--- src/verilog/msm_cfg.svh ---
// Purpose: Constants for the status and operating-mode register bank
// Assumes: APB byte addresses, 32-bit words
// Notes on behaviour
// [RL1] Set receive-done flag when reception posts
// [RL2] Underflow sets flag, suspends transmit
// [RL3] Link-pass set on link test or autoneg
// [RL4] Link-pass cleared by link-fail; gated meaning
// [RL5] Jabber timeout sets flag, stops transmit
// [RL6] Host-owned descriptor sets unavailable, suspends transmit
// [RL7] Host resumes by ownership then poll
// [RL8] Transmit-done needs completion bit in descriptor
// [RL9] Bus error type code in bits 25:23
// [RL10] Transmit state code in bits 22:20
// [RL11] Receive state code in bits 19:17
// [RL12] Write one clears flags; state bits read-only
// [RL13] Accept-all receives every packet
// [RL14] Software programs mode bit 25 to one
// [RL15] Whitening and symbol mode port controls
// [RL16] Ten-meg threshold select, change when stopped
// [RL17] Store-forward waits for whole packet
// [RL18] Port choice cleared by hardware reset only
// [RL19] Threshold field picks one of four levels
// [RL20] Run bit starts fetch, may suspend
// [RL21] Clearing run stops after current frame
// [RL22] Force collision in internal loopback
// [RL23] Loopback select encodes normal, internal, external
`ifndef MSM_CFG_SVH
`define MSM_CFG_SVH
`define MSM_OFS_OPCTL       8'h30
`define MSM_OFS_STATUS      8'h28
`define MSM_STATUS_RESET    32'hf0000000
`define MSM_OPCTL_RESET     32'h32000040
`define MSM_OPCTL_HW_MASK   32'hfffbffff
`define MSM_W1C_MASK        32'h0c01ffff
`define MSM_BIT_TX_DONE     0
`define MSM_BIT_TX_STOP     1
`define MSM_BIT_TX_UNAVAIL  2
`define MSM_BIT_JABBER      3
`define MSM_BIT_LINK_PASS   4
`define MSM_BIT_UNDERFLOW   5
`define MSM_BIT_RX_DONE     6
`define MSM_BIT_LINK_FAIL   12
`define MSM_BIT_FATAL       13
`define MSM_BIT_ACCEPT_ALL  30
`define MSM_BIT_WHITEN      24
`define MSM_BIT_SYMBOL      23
`define MSM_BIT_TEN_MEG     22
`define MSM_BIT_STORE_FWD   21
`define MSM_BIT_PORT_CHOICE 18
`define MSM_BIT_TX_RUN      13
`define MSM_BIT_FORCE_COLL  12
`define MSM_ANEG_DONE_CODE  3'h5
`endif

--- src/verilog/msm_pkg.sv ---
// Purpose: Types for the status and operating-mode register bank
// Assumes: Nothing
// Notes: Codes follow the state fields
package msm_pkg;
  typedef enum logic [2:0] {
    MSM_TX_STOPPED = 3'h0, MSM_TX_FETCH = 3'h1, MSM_TX_WAIT_END = 3'h2, MSM_TX_READ_BUF = 3'h3,
    MSM_TX_SETUP = 3'h5, MSM_TX_SUSPENDED = 3'h6, MSM_TX_CLOSE = 3'h7
  } msm_tx_state_t;
  typedef enum logic [1:0] {
    MSM_LOOP_NORMAL = 2'h0, MSM_LOOP_INTERNAL = 2'h1, MSM_LOOP_EXTERNAL = 2'h2
  } msm_loop_t;
  typedef enum logic [2:0] {
    MSM_BUS_PARITY = 3'h0, MSM_BUS_MASTER_ABORT = 3'h1, MSM_BUS_TARGET_ABORT = 3'h2
  } msm_bus_err_t;
endpackage

--- src/verilog/msm_sync.sv ---
// Purpose: Two-flop synchroniser for pin inputs
// Assumes: Clock enable freezes state
// Notes: First stage feeds only the second
`timescale 1ns/1ps
`default_nettype none
module msm_sync #(parameter int W = 1)
(
  input  wire logic         core_clk,
  input  wire logic         reset,
  input  wire logic         clk_en,
  input  wire logic [W-1:0] d,
  output var  logic [W-1:0] q
);
  logic [W-1:0] stage1;
  always_ff @(posedge core_clk or posedge reset)
    if (reset)
    begin
      stage1 <= '0;
      q      <= '0;
    end
    else if (clk_en)
    begin
      stage1 <= d;
      q      <= stage1;
    end
endmodule // msm_sync
`default_nettype wire

--- src/verilog/msm_tx_ctrl.sv ---
// Purpose: Transmit process state keeper
// Assumes: Events synchronised to core_clk
// Notes: Produces state code and flag pulses
`timescale 1ns/1ps
`default_nettype none
`include "msm_cfg.svh"
module msm_tx_ctrl
(
  input  wire logic                   core_clk,
  input  wire logic                   reset,
  input  wire logic                   clk_en,
  input  wire logic                   soft_reset,
  input  wire logic                   tx_run_command,
  input  wire logic                   desc_host_owned,
  input  wire logic                   desc_fetched,
  input  wire logic                   frame_end,
  input  wire logic                   underflow_evt,
  input  wire logic                   jabber_evt,
  input  wire logic                   poll_demand,
  output msm_pkg::msm_tx_state_t      tx_state,
  output var  logic                   unavail_pulse,
  output var  logic                   stopped_pulse,
  output var  logic                   save_position
);
  import msm_pkg::*;
  msm_tx_state_t next_tx_state;
  logic          stop_pending;
  logic          run_d;

  always_comb
  begin
    next_tx_state = tx_state;
    unique case (tx_state)
      MSM_TX_STOPPED:
        if (tx_run_command && !run_d)
          next_tx_state = MSM_TX_FETCH; // [RL20]
      MSM_TX_FETCH:
        if (desc_host_owned)
          next_tx_state = MSM_TX_SUSPENDED; // [RL6]
        else if (desc_fetched)
          next_tx_state = MSM_TX_READ_BUF;
      MSM_TX_READ_BUF:
        next_tx_state = MSM_TX_WAIT_END;
      MSM_TX_WAIT_END:
        if (frame_end)
          next_tx_state = MSM_TX_CLOSE;
      MSM_TX_SETUP:
        next_tx_state = MSM_TX_CLOSE;
      MSM_TX_SUSPENDED:
        if (!tx_run_command)
          next_tx_state = MSM_TX_STOPPED; // [RL21]
        else if (poll_demand)
          next_tx_state = MSM_TX_FETCH;
      MSM_TX_CLOSE:
        next_tx_state = (stop_pending || !tx_run_command) ? MSM_TX_STOPPED : MSM_TX_FETCH; // [RL21]
    endcase
    if (underflow_evt && tx_state != MSM_TX_STOPPED)
      next_tx_state = MSM_TX_SUSPENDED; // [RL2]
    if (jabber_evt)
      next_tx_state = MSM_TX_STOPPED; // [RL5]
    if (soft_reset)
      next_tx_state = MSM_TX_STOPPED;
  end

  always_ff @(posedge core_clk or posedge reset)
    if (reset)
      tx_state <= MSM_TX_STOPPED;
    else if (clk_en)
      tx_state <= next_tx_state;

  // Start only on setting the run bit, so a jabber stop does not restart
  always_ff @(posedge core_clk or posedge reset)
    if (reset)
      run_d <= 1'b0;
    else if (clk_en)
      run_d <= tx_run_command; // [RL20]

  always_ff @(posedge core_clk or posedge reset)
    if (reset)
      stop_pending <= 1'b0;
    else if (clk_en)
      stop_pending <= (next_tx_state == MSM_TX_STOPPED) ? 1'b0 : (stop_pending | ~tx_run_command);

  always_ff @(posedge core_clk or posedge reset)
    if (reset)
    begin
      unavail_pulse <= 1'b0;
      stopped_pulse <= 1'b0;
      save_position <= 1'b0;
    end
    else if (clk_en)
    begin
      unavail_pulse <= tx_state == MSM_TX_FETCH && next_tx_state == MSM_TX_SUSPENDED && desc_host_owned; // [RL6]
      stopped_pulse <= tx_state != MSM_TX_STOPPED && next_tx_state == MSM_TX_STOPPED;
      save_position <= tx_state != MSM_TX_STOPPED && next_tx_state == MSM_TX_STOPPED; // [RL21]
    end
endmodule // msm_tx_ctrl
`default_nettype wire

--- src/verilog/msm_regs.sv ---
// Purpose: Event status and operating control registers over APB
// Assumes: Event inputs are single-cycle pulses from core_clk logic; link pins asynchronous
// Notes: Zero wait states; unmapped addresses read zero with pslverr
`timescale 1ns/1ps
`default_nettype none
`include "msm_cfg.svh"
module msm_regs
(
  input  wire logic                 core_clk,
  input  wire logic                 reset,
  input  wire logic                 clk_en,
  input  wire logic                 soft_reset,
  input  wire logic                 psel,
  input  wire logic                 penable,
  input  wire logic                 pwrite,
  input  wire logic [7:0]           paddr,
  input  wire logic [31:0]          pwdata,
  output var  logic [31:0]          prdata,
  output var  logic                 pready,
  output var  logic                 pslverr,
  input  wire logic                 rx_frame_posted,
  input  wire logic [2:0]           rx_state,
  input  wire logic                 tx_underflow_evt,
  input  wire logic                 jabber_evt,
  input  wire logic                 desc_host_owned,
  input  wire logic                 desc_fetched,
  input  wire logic                 frame_end,
  input  wire logic                 completion_req,
  input  wire logic                 poll_demand,
  input  wire logic                 bus_error_evt,
  input  wire msm_pkg::msm_bus_err_t bus_error_type,
  input  wire logic                 link_test_pin,
  input  wire logic                 link_fail_pin,
  input  wire logic                 autoneg_enable,
  input  wire logic                 link_test_disable_wr,
  input  wire logic [2:0]           autoneg_state,
  input  wire logic                 rx_squelch_enable,
  output var  logic                 accept_all,
  output var  logic                 whitening_enable,
  output var  logic                 symbol_mode,
  output var  logic                 ten_meg_threshold,
  output var  logic                 store_forward,
  output var  logic                 port_choice,
  output var  logic [1:0]           tx_fifo_level,
  output var  logic                 collision_test_force,
  output msm_pkg::msm_loop_t        loopback_select,
  output var  logic                 tx_desc_underflow_mark,
  output var  logic                 tx_desc_jabber_mark,
  output var  logic                 tx_save_position,
  output var  logic                 link_pass_valid
);
  import msm_pkg::*;

  // ****************************************************************
  // Bus decode
  // ****************************************************************
  logic [31:0]   event_status;
  logic [31:0]   operating_control;
  logic [2:0]    bus_err_code;
  logic [1:0]    link_sync;
  logic          link_test_d;
  logic [2:0]    aneg_d;
  msm_tx_state_t tx_state;
  logic          unavail_pulse;
  logic          stopped_pulse;
  logic          save_position;
  logic          wr_access;
  logic          wr_status;
  logic          wr_opctl;
  logic          link_pass_evt;
  logic          tx_stopped;

  function automatic logic hit(input logic [7:0] a, input logic [7:0] ofs);
    hit = (a == ofs);
  endfunction

  assign wr_access = psel && penable && pwrite && clk_en;
  assign wr_status = wr_access && hit(paddr, `MSM_OFS_STATUS);
  assign wr_opctl  = wr_access && hit(paddr, `MSM_OFS_OPCTL);
  assign tx_stopped = (tx_state == MSM_TX_STOPPED);

  always_ff @(posedge core_clk or posedge reset)
    if (reset)
    begin
      prdata  <= 32'h0;
      pready  <= 1'b0;
      pslverr <= 1'b0;
    end
    else if (clk_en)
    begin
      pready  <= psel && !penable;
      pslverr <= psel && !penable && !hit(paddr, `MSM_OFS_STATUS) && !hit(paddr, `MSM_OFS_OPCTL);
      if (hit(paddr, `MSM_OFS_STATUS))
        prdata <= {event_status[31:26], bus_err_code, tx_state, rx_state, event_status[16:0]}; // [RL9] [RL10] [RL11]
      else if (hit(paddr, `MSM_OFS_OPCTL))
        prdata <= operating_control;
      else
        prdata <= 32'h0;
    end

  // ****************************************************************
  // Transmit process
  // ****************************************************************
  msm_tx_ctrl u_tx
  (
    .core_clk        (core_clk),
    .reset           (reset),
    .clk_en          (clk_en),
    .soft_reset      (soft_reset),
    .tx_run_command  (operating_control[`MSM_BIT_TX_RUN]),
    .desc_host_owned (desc_host_owned),
    .desc_fetched    (desc_fetched),
    .frame_end       (frame_end),
    .underflow_evt   (tx_underflow_evt),
    .jabber_evt      (jabber_evt),
    .poll_demand     (poll_demand),
    .tx_state        (tx_state),
    .unavail_pulse   (unavail_pulse),
    .stopped_pulse   (stopped_pulse),
    .save_position   (save_position)
  );

  // ****************************************************************
  // Link detection
  // ****************************************************************
  msm_sync #(.W(2)) u_link_sync
  (
    .core_clk (core_clk),
    .reset    (reset),
    .clk_en   (clk_en),
    .d        ({link_fail_pin, link_test_pin}),
    .q        (link_sync)
  );

  always_ff @(posedge core_clk or posedge reset)
    if (reset)
    begin
      link_test_d <= 1'b0;
      aneg_d      <= 3'h0;
    end
    else if (clk_en)
    begin
      link_test_d <= link_sync[0];
      aneg_d      <= autoneg_state;
    end

  assign link_pass_evt = autoneg_enable
    ? (autoneg_state == `MSM_ANEG_DONE_CODE && aneg_d != `MSM_ANEG_DONE_CODE)
    : ((link_sync[0] && !link_test_d) || link_test_disable_wr); // [RL3]

  always_ff @(posedge core_clk or posedge reset)
    if (reset)
      link_pass_valid <= 1'b0;
    else if (clk_en)
      link_pass_valid <= !operating_control[`MSM_BIT_PORT_CHOICE] && rx_squelch_enable; // [RL4]

  // ****************************************************************
  // Event status
  // ****************************************************************
  always_ff @(posedge core_clk or posedge reset)
    if (reset)
      event_status <= `MSM_STATUS_RESET;
    else if (clk_en)
    begin
      if (soft_reset)
        event_status <= `MSM_STATUS_RESET;
      else
      begin
        event_status <= (wr_status ? (event_status & ~(pwdata & `MSM_W1C_MASK)) : event_status) // [RL12]
          | (32'(rx_frame_posted) << `MSM_BIT_RX_DONE) // [RL1]
          | (32'(tx_underflow_evt && !tx_stopped) << `MSM_BIT_UNDERFLOW) // [RL2]
          | (32'(link_pass_evt) << `MSM_BIT_LINK_PASS) // [RL3]
          | (32'(link_sync[1]) << `MSM_BIT_LINK_FAIL)
          | (32'(jabber_evt) << `MSM_BIT_JABBER) // [RL5]
          | (32'(unavail_pulse) << `MSM_BIT_TX_UNAVAIL) // [RL6]
          | (32'(stopped_pulse) << `MSM_BIT_TX_STOP)
          | (32'(frame_end && completion_req) << `MSM_BIT_TX_DONE) // [RL8]
          | (32'(bus_error_evt) << `MSM_BIT_FATAL);
        if (link_sync[1] && !link_pass_evt)
          event_status[`MSM_BIT_LINK_PASS] <= 1'b0; // [RL4]
      end
    end

  always_ff @(posedge core_clk or posedge reset)
    if (reset)
      bus_err_code <= 3'h0;
    else if (clk_en)
    begin
      if (soft_reset)
        bus_err_code <= 3'h0; // [RL9]
      else if (bus_error_evt && !event_status[`MSM_BIT_FATAL])
        bus_err_code <= bus_error_type; // [RL9]
    end

  // ****************************************************************
  // Operating control
  // ****************************************************************
  always_ff @(posedge core_clk or posedge reset)
    if (reset)
      operating_control <= `MSM_OPCTL_RESET; // [RL18]
    else if (clk_en)
    begin
      if (soft_reset)
        operating_control <= (`MSM_OPCTL_RESET & `MSM_OPCTL_HW_MASK)
          | (operating_control & ~`MSM_OPCTL_HW_MASK); // [RL18]
      else if (wr_opctl)
      begin
        operating_control <= pwdata; // [RL13] [RL15] [RL23]
        if (!tx_stopped)
        begin
          operating_control[`MSM_BIT_TEN_MEG]        <= operating_control[`MSM_BIT_TEN_MEG]; // [RL16]
          operating_control[`MSM_BIT_STORE_FWD]      <= operating_control[`MSM_BIT_STORE_FWD]; // [RL17]
          operating_control[15:14]                   <= operating_control[15:14]; // [RL19]
          operating_control[`MSM_BIT_FORCE_COLL]     <= operating_control[`MSM_BIT_FORCE_COLL];
          operating_control[11:10]                   <= operating_control[11:10];
        end
      end
    end

  // ****************************************************************
  // Mode outputs
  // ****************************************************************
  always_ff @(posedge core_clk or posedge reset)
    if (reset)
    begin
      accept_all           <= 1'b0;
      whitening_enable     <= 1'b0;
      symbol_mode          <= 1'b0;
      ten_meg_threshold    <= 1'b0;
      store_forward        <= 1'b0;
      port_choice          <= 1'b0;
      tx_fifo_level        <= 2'h0;
      collision_test_force <= 1'b0;
      loopback_select      <= MSM_LOOP_NORMAL;
    end
    else if (clk_en)
    begin
      accept_all           <= operating_control[`MSM_BIT_ACCEPT_ALL]; // [RL13]
      whitening_enable     <= operating_control[`MSM_BIT_WHITEN]; // [RL15]
      symbol_mode          <= operating_control[`MSM_BIT_SYMBOL]; // [RL15]
      ten_meg_threshold    <= operating_control[`MSM_BIT_TEN_MEG]; // [RL16]
      store_forward        <= operating_control[`MSM_BIT_STORE_FWD]; // [RL17]
      port_choice          <= operating_control[`MSM_BIT_PORT_CHOICE]; // [RL18]
      tx_fifo_level        <= operating_control[15:14]; // [RL19]
      collision_test_force <= operating_control[`MSM_BIT_FORCE_COLL]
        && operating_control[11:10] == MSM_LOOP_INTERNAL; // [RL22]
      loopback_select      <= msm_loop_t'(operating_control[11:10]); // [RL23]
    end

  always_ff @(posedge core_clk or posedge reset)
    if (reset)
    begin
      tx_desc_underflow_mark <= 1'b0;
      tx_desc_jabber_mark    <= 1'b0;
      tx_save_position       <= 1'b0;
    end
    else if (clk_en)
    begin
      tx_desc_underflow_mark <= tx_underflow_evt && !tx_stopped; // [RL2]
      tx_desc_jabber_mark    <= jabber_evt; // [RL5]
      tx_save_position       <= save_position; // [RL21]
    end
endmodule // msm_regs
`default_nettype wire

--- config.mk ---
export PLATFORM = sky130hd
export DESIGN_NAME = msm_regs
export DESIGN_NICKNAME = d
export VERILOG_FILES = /design/src/verilog/msm_pkg.sv /design/src/verilog/msm_sync.sv /design/src/verilog/msm_tx_ctrl.sv /design/src/verilog/msm_regs.sv
export VERILOG_INCLUDE_DIRS = /design/src /design/src/verilog
export SDC_FILE = /design/constraint.sdc
export NUM_CORES = 1
export LEC_CHECK = 0
export BUFFER_PORTS_ARGS = -buffer_cell sky130_fd_sc_hd__buf_2
export CORE_MARGIN = 10
export CORE_UTILIZATION = 50
export DETAILED_ROUTE_END_ITERATION = 10
export PLACE_DENSITY = 0.77
export RECOVER_POWER = 100
export SYNTH_ARGS = -nofsm -noshare
export SYNTH_HDL_FRONTEND = slang
export SYNTH_HIERARCHICAL = 1
export SYNTH_SLANG_ARGS = --single-unit
--- constraint.sdc ---
create_clock -name core_clk -period 10.66 [get_ports core_clk]
set_clock_uncertainty 0.1 [all_clocks]
set_input_delay 1.599 -clock core_clk [delete_from_list [all_inputs] [get_ports core_clk]]
set_output_delay 1.599 -clock core_clk [all_outputs]
set_load 0.1 [all_outputs]
==> flow_summary.yaml <==
outcome:
  outcome: "finished, violations left"
  violations: "max-capacitance violations, max-slew violations"
synth:
  synth_warnings: 6
  synth_cell_type_count: 53
  synth_commonest_cells: "dfrtp_1, nand2_1, a22oi_1"
  synth_top_cell_by_area: "dfrtp_1"
  synth_area_per_cell_um2: 11.6
  synthesis.nets: 515
  yosysSeqAreaShare: 0.580
  synth_area_leaders: "dfrtp_1, mux2_2, a22o_1"
  synthArstFlopShare: 1.00
  synth.most_common_cell: "dfrtp_1"
  synth_edf_count: 0
  synth_top_area_frac: 0.555
  synth_top_flop_cell: "dfrtp_1"
  ys_ff_latch: 119
  synth_area_mm2: 0.00514
  synth_cells: 445
critical_path:
  setup.worst_path.start_class: "input port"
  worstPathArrival_ns: 6.45
  cp.buffers_inverters: 3
  end_kind: "flop"
  critical_path_class: "input port to flop"
  crit_family: "buffers and inverters"
  slowest_delay_ns: 1.88
  cp_cell_sequence: "buf_2 -> clkbuf_1 -> inv_1 -> nor2_1 -> a22oi_1 -> o2bb2ai_1"
  worstPathRequired_ns: 10.99
  slowest_stage: "clkbuf_1"
  cp_max_fo: 65
placement:
  io_buffers: 118
  dp_hpwl_mm: 9.48
  placed_cell_area_mm2: 0.00582
  dp_slack_ns: 6.76
  place_congestion: 0.842
sta:
  finalHoldViolations: 0
  rsz0062_at_grt: "false"
  post-route-period-util: 0.574
  slew_headroom: -1.49
  slew_viol_final: 235
  hold_slack_ns: 0.376
  setup_tns_ns: 0
  fmax_mhz: 163
  tightest_slew_ns: 3.73
  post-route-min-period_ns: 6.12
  setup_viol: 0
  setup_ws_ns: 4.54
clock_tree:
  cts_hold_buf: 0
  clockRootBuffer: "clkbuf_8"
  cts_buffers: 17
  clk_pin_slew_ns: 0.06
  cts_buffer_depth: 2
  tritoncts: "yes"
  clk_latency_ns: 0.51
  cts_setup_buffers: 0
  cts_sinks: 119
  h-tree-depth: 4
  post_cts_resized: 0
routing:
  drt_iter0_markers: 410
  dr.pass1.iters: 5
  vias: 4158
  drc: 0
  ant_nets: 0
  drt_wl_total_mm: 14.2
  vias_per_cell: 5.94
  wl_per_cell_um: 20.3
floorplan:
  core_area_mm2: 0.00991
  start_util: 0.519
  die_width_um: 121
  die_h_um: 121
  die-area_mm2: 0.0147
  ios: 119
  rows: 36
global_route:
  grt_max_degree: 74
  grt_pass1_vias: 4479
  track_usage: 0.196
  antenna_found_initial: 0
  grt_pass1_wl_mm: 23.3
  grt-ovfl-total: 0
final_layout:
  final_area_mm2: 0.00628
  utilization: 0.634
  n_antenna_cell: 0
  area_growth_pct: 22.1
  final_nets: 624
  drive_gt1_frac: 0.257
worst_hold_path:
  worstHoldPathType: "flop to flop"
pwr:
  p_leak_uw: 0.00289
  vdd_ir_drop_max_mv: 0.130
  pwr_density_cell_mw_per_mm2: 169
job:
  maxCapViolCount: 4
-- where the power goes --
part	switching (µW)	internal, µW	total [µW]
clock network	203	312	515
registers	7.02	463	470
logic	54.7	24.5	79.2
total	264	799	1060
-- metal layers --
| layer | track usage | vias to the layer above | part of all wire |
|---|---|---|---|
| met5 | 0 | - | 0 |
| met3 | 0.0679 | 23 | 0.099 |
| met2 | 0.311 | 212 | 0.48 |
| met1 | 0.245 | 2044 | 0.42 |
| met4 | 0.0611 | 0 | 0.011 |
| li1 | - | 1879 | - |
-- logic make-up after synthesis --
family,share of synthesized area
AND/OR/NAND/NOR,0.115
AO/OA/AOI/OAI,0.211
buffers and inverters,0.0372
multiplexers,0.0569
flip-flops,0.580
-- sequential cells by signal, indices dropped and copies added (netlist names), 2 cells and up --
| signal | count |
|---|---|
| aneg_d | 3 |
| tx_fifo_level | 2 |
| prdata | 32 |
| bus_err_code | 3 |
| u_tx/tx_state | 3 |
| u_link_sync/q | 2 |
| u_link_sync/stage1 | 2 |
| event_status | 20 |
| operating_control | 32 |
| loopback_select | 2 |
-- worst paths after layout --
path	startpoint	endpoint	slack [ns]	depth (start not counted)
min	prdata[15]	prdata[15]	0.38	1
min reg2reg	prdata[15]	prdata[15]	0.38	1
max	clk_en	bus_err_code[2]	4.54	6
max reg2reg	u_tx/tx_state[1]	operating_control[22]	8.54	3
max in group asynchronous	reset	event_status[6]	4.98	3
min in group asynchronous	reset	u_link_sync/stage1[1]	0.88	2
-- cells in the final DEF (no fill, tap or decap), types with 3 or more instances in the layout --
| cell | netlist | routed |
|---|---|---|
| o21ai_0 | 7 | 10 |
| clkbuf_16 | 0 | 16 |
| a21o_1 | 10 | 10 |
| or3_1 | 3 | 3 |
| o22a_1 | 4 | 4 |
| nor2_1 | 5 | 5 |
| o31ai_1 | 19 | 19 |
| clkinv_2 | 0 | 6 |
| buf_2 | 3 | 68 |
| clkbuf_1 | 23 | 54 |
| mux2_2 | 25 | 24 |
| and3b_1 | 6 | 6 |
| nor3_1 | 16 | 16 |
| a21oi_1 | 28 | 28 |
| inv_1 | 13 | 12 |
| dfstp_2 | 5 | 5 |
| o2bb2ai_1 | 4 | 4 |
| dfrtp_1 | 114 | 114 |
| nand2b_1 | 7 | 7 |
| buf_4 | 1 | 3 |
| a22oi_1 | 31 | 31 |
| nand3_1 | 3 | 3 |
| nand2_1 | 40 | 40 |
| a22o_1 | 28 | 28 |
| clkinvlp_4 | 0 | 4 |
-- cell type report --
type | count | area [µm²]
timing repair buffer | 124 | 562
fill | 827 | 3630
inverter | 13 | 50.0
multi-input combinational | 279 | 1980
clock buffer | 19 | 432
clock inverter | 13 | 108
sequential | 119 | 2980
tap | 133 | 166
-- stage by stage --
stage	total power (µW)	cells
2_1_floorplan	524	445
3_3_place_gp	553	668
3_5_place_dp	556	668
4_1_cts	1070	700
5_1_grt	1100	700
6_report	1060	700
-- worst register-to-register path, delay by kind of cell (launching register included) --
family             cells  cell delay [ns]
AOI/OAI and AO/OA      2             0.86
DFF                    1             0.54
and+or+nand+nor        1             0.49
Power figures use the tool's default switching activity.
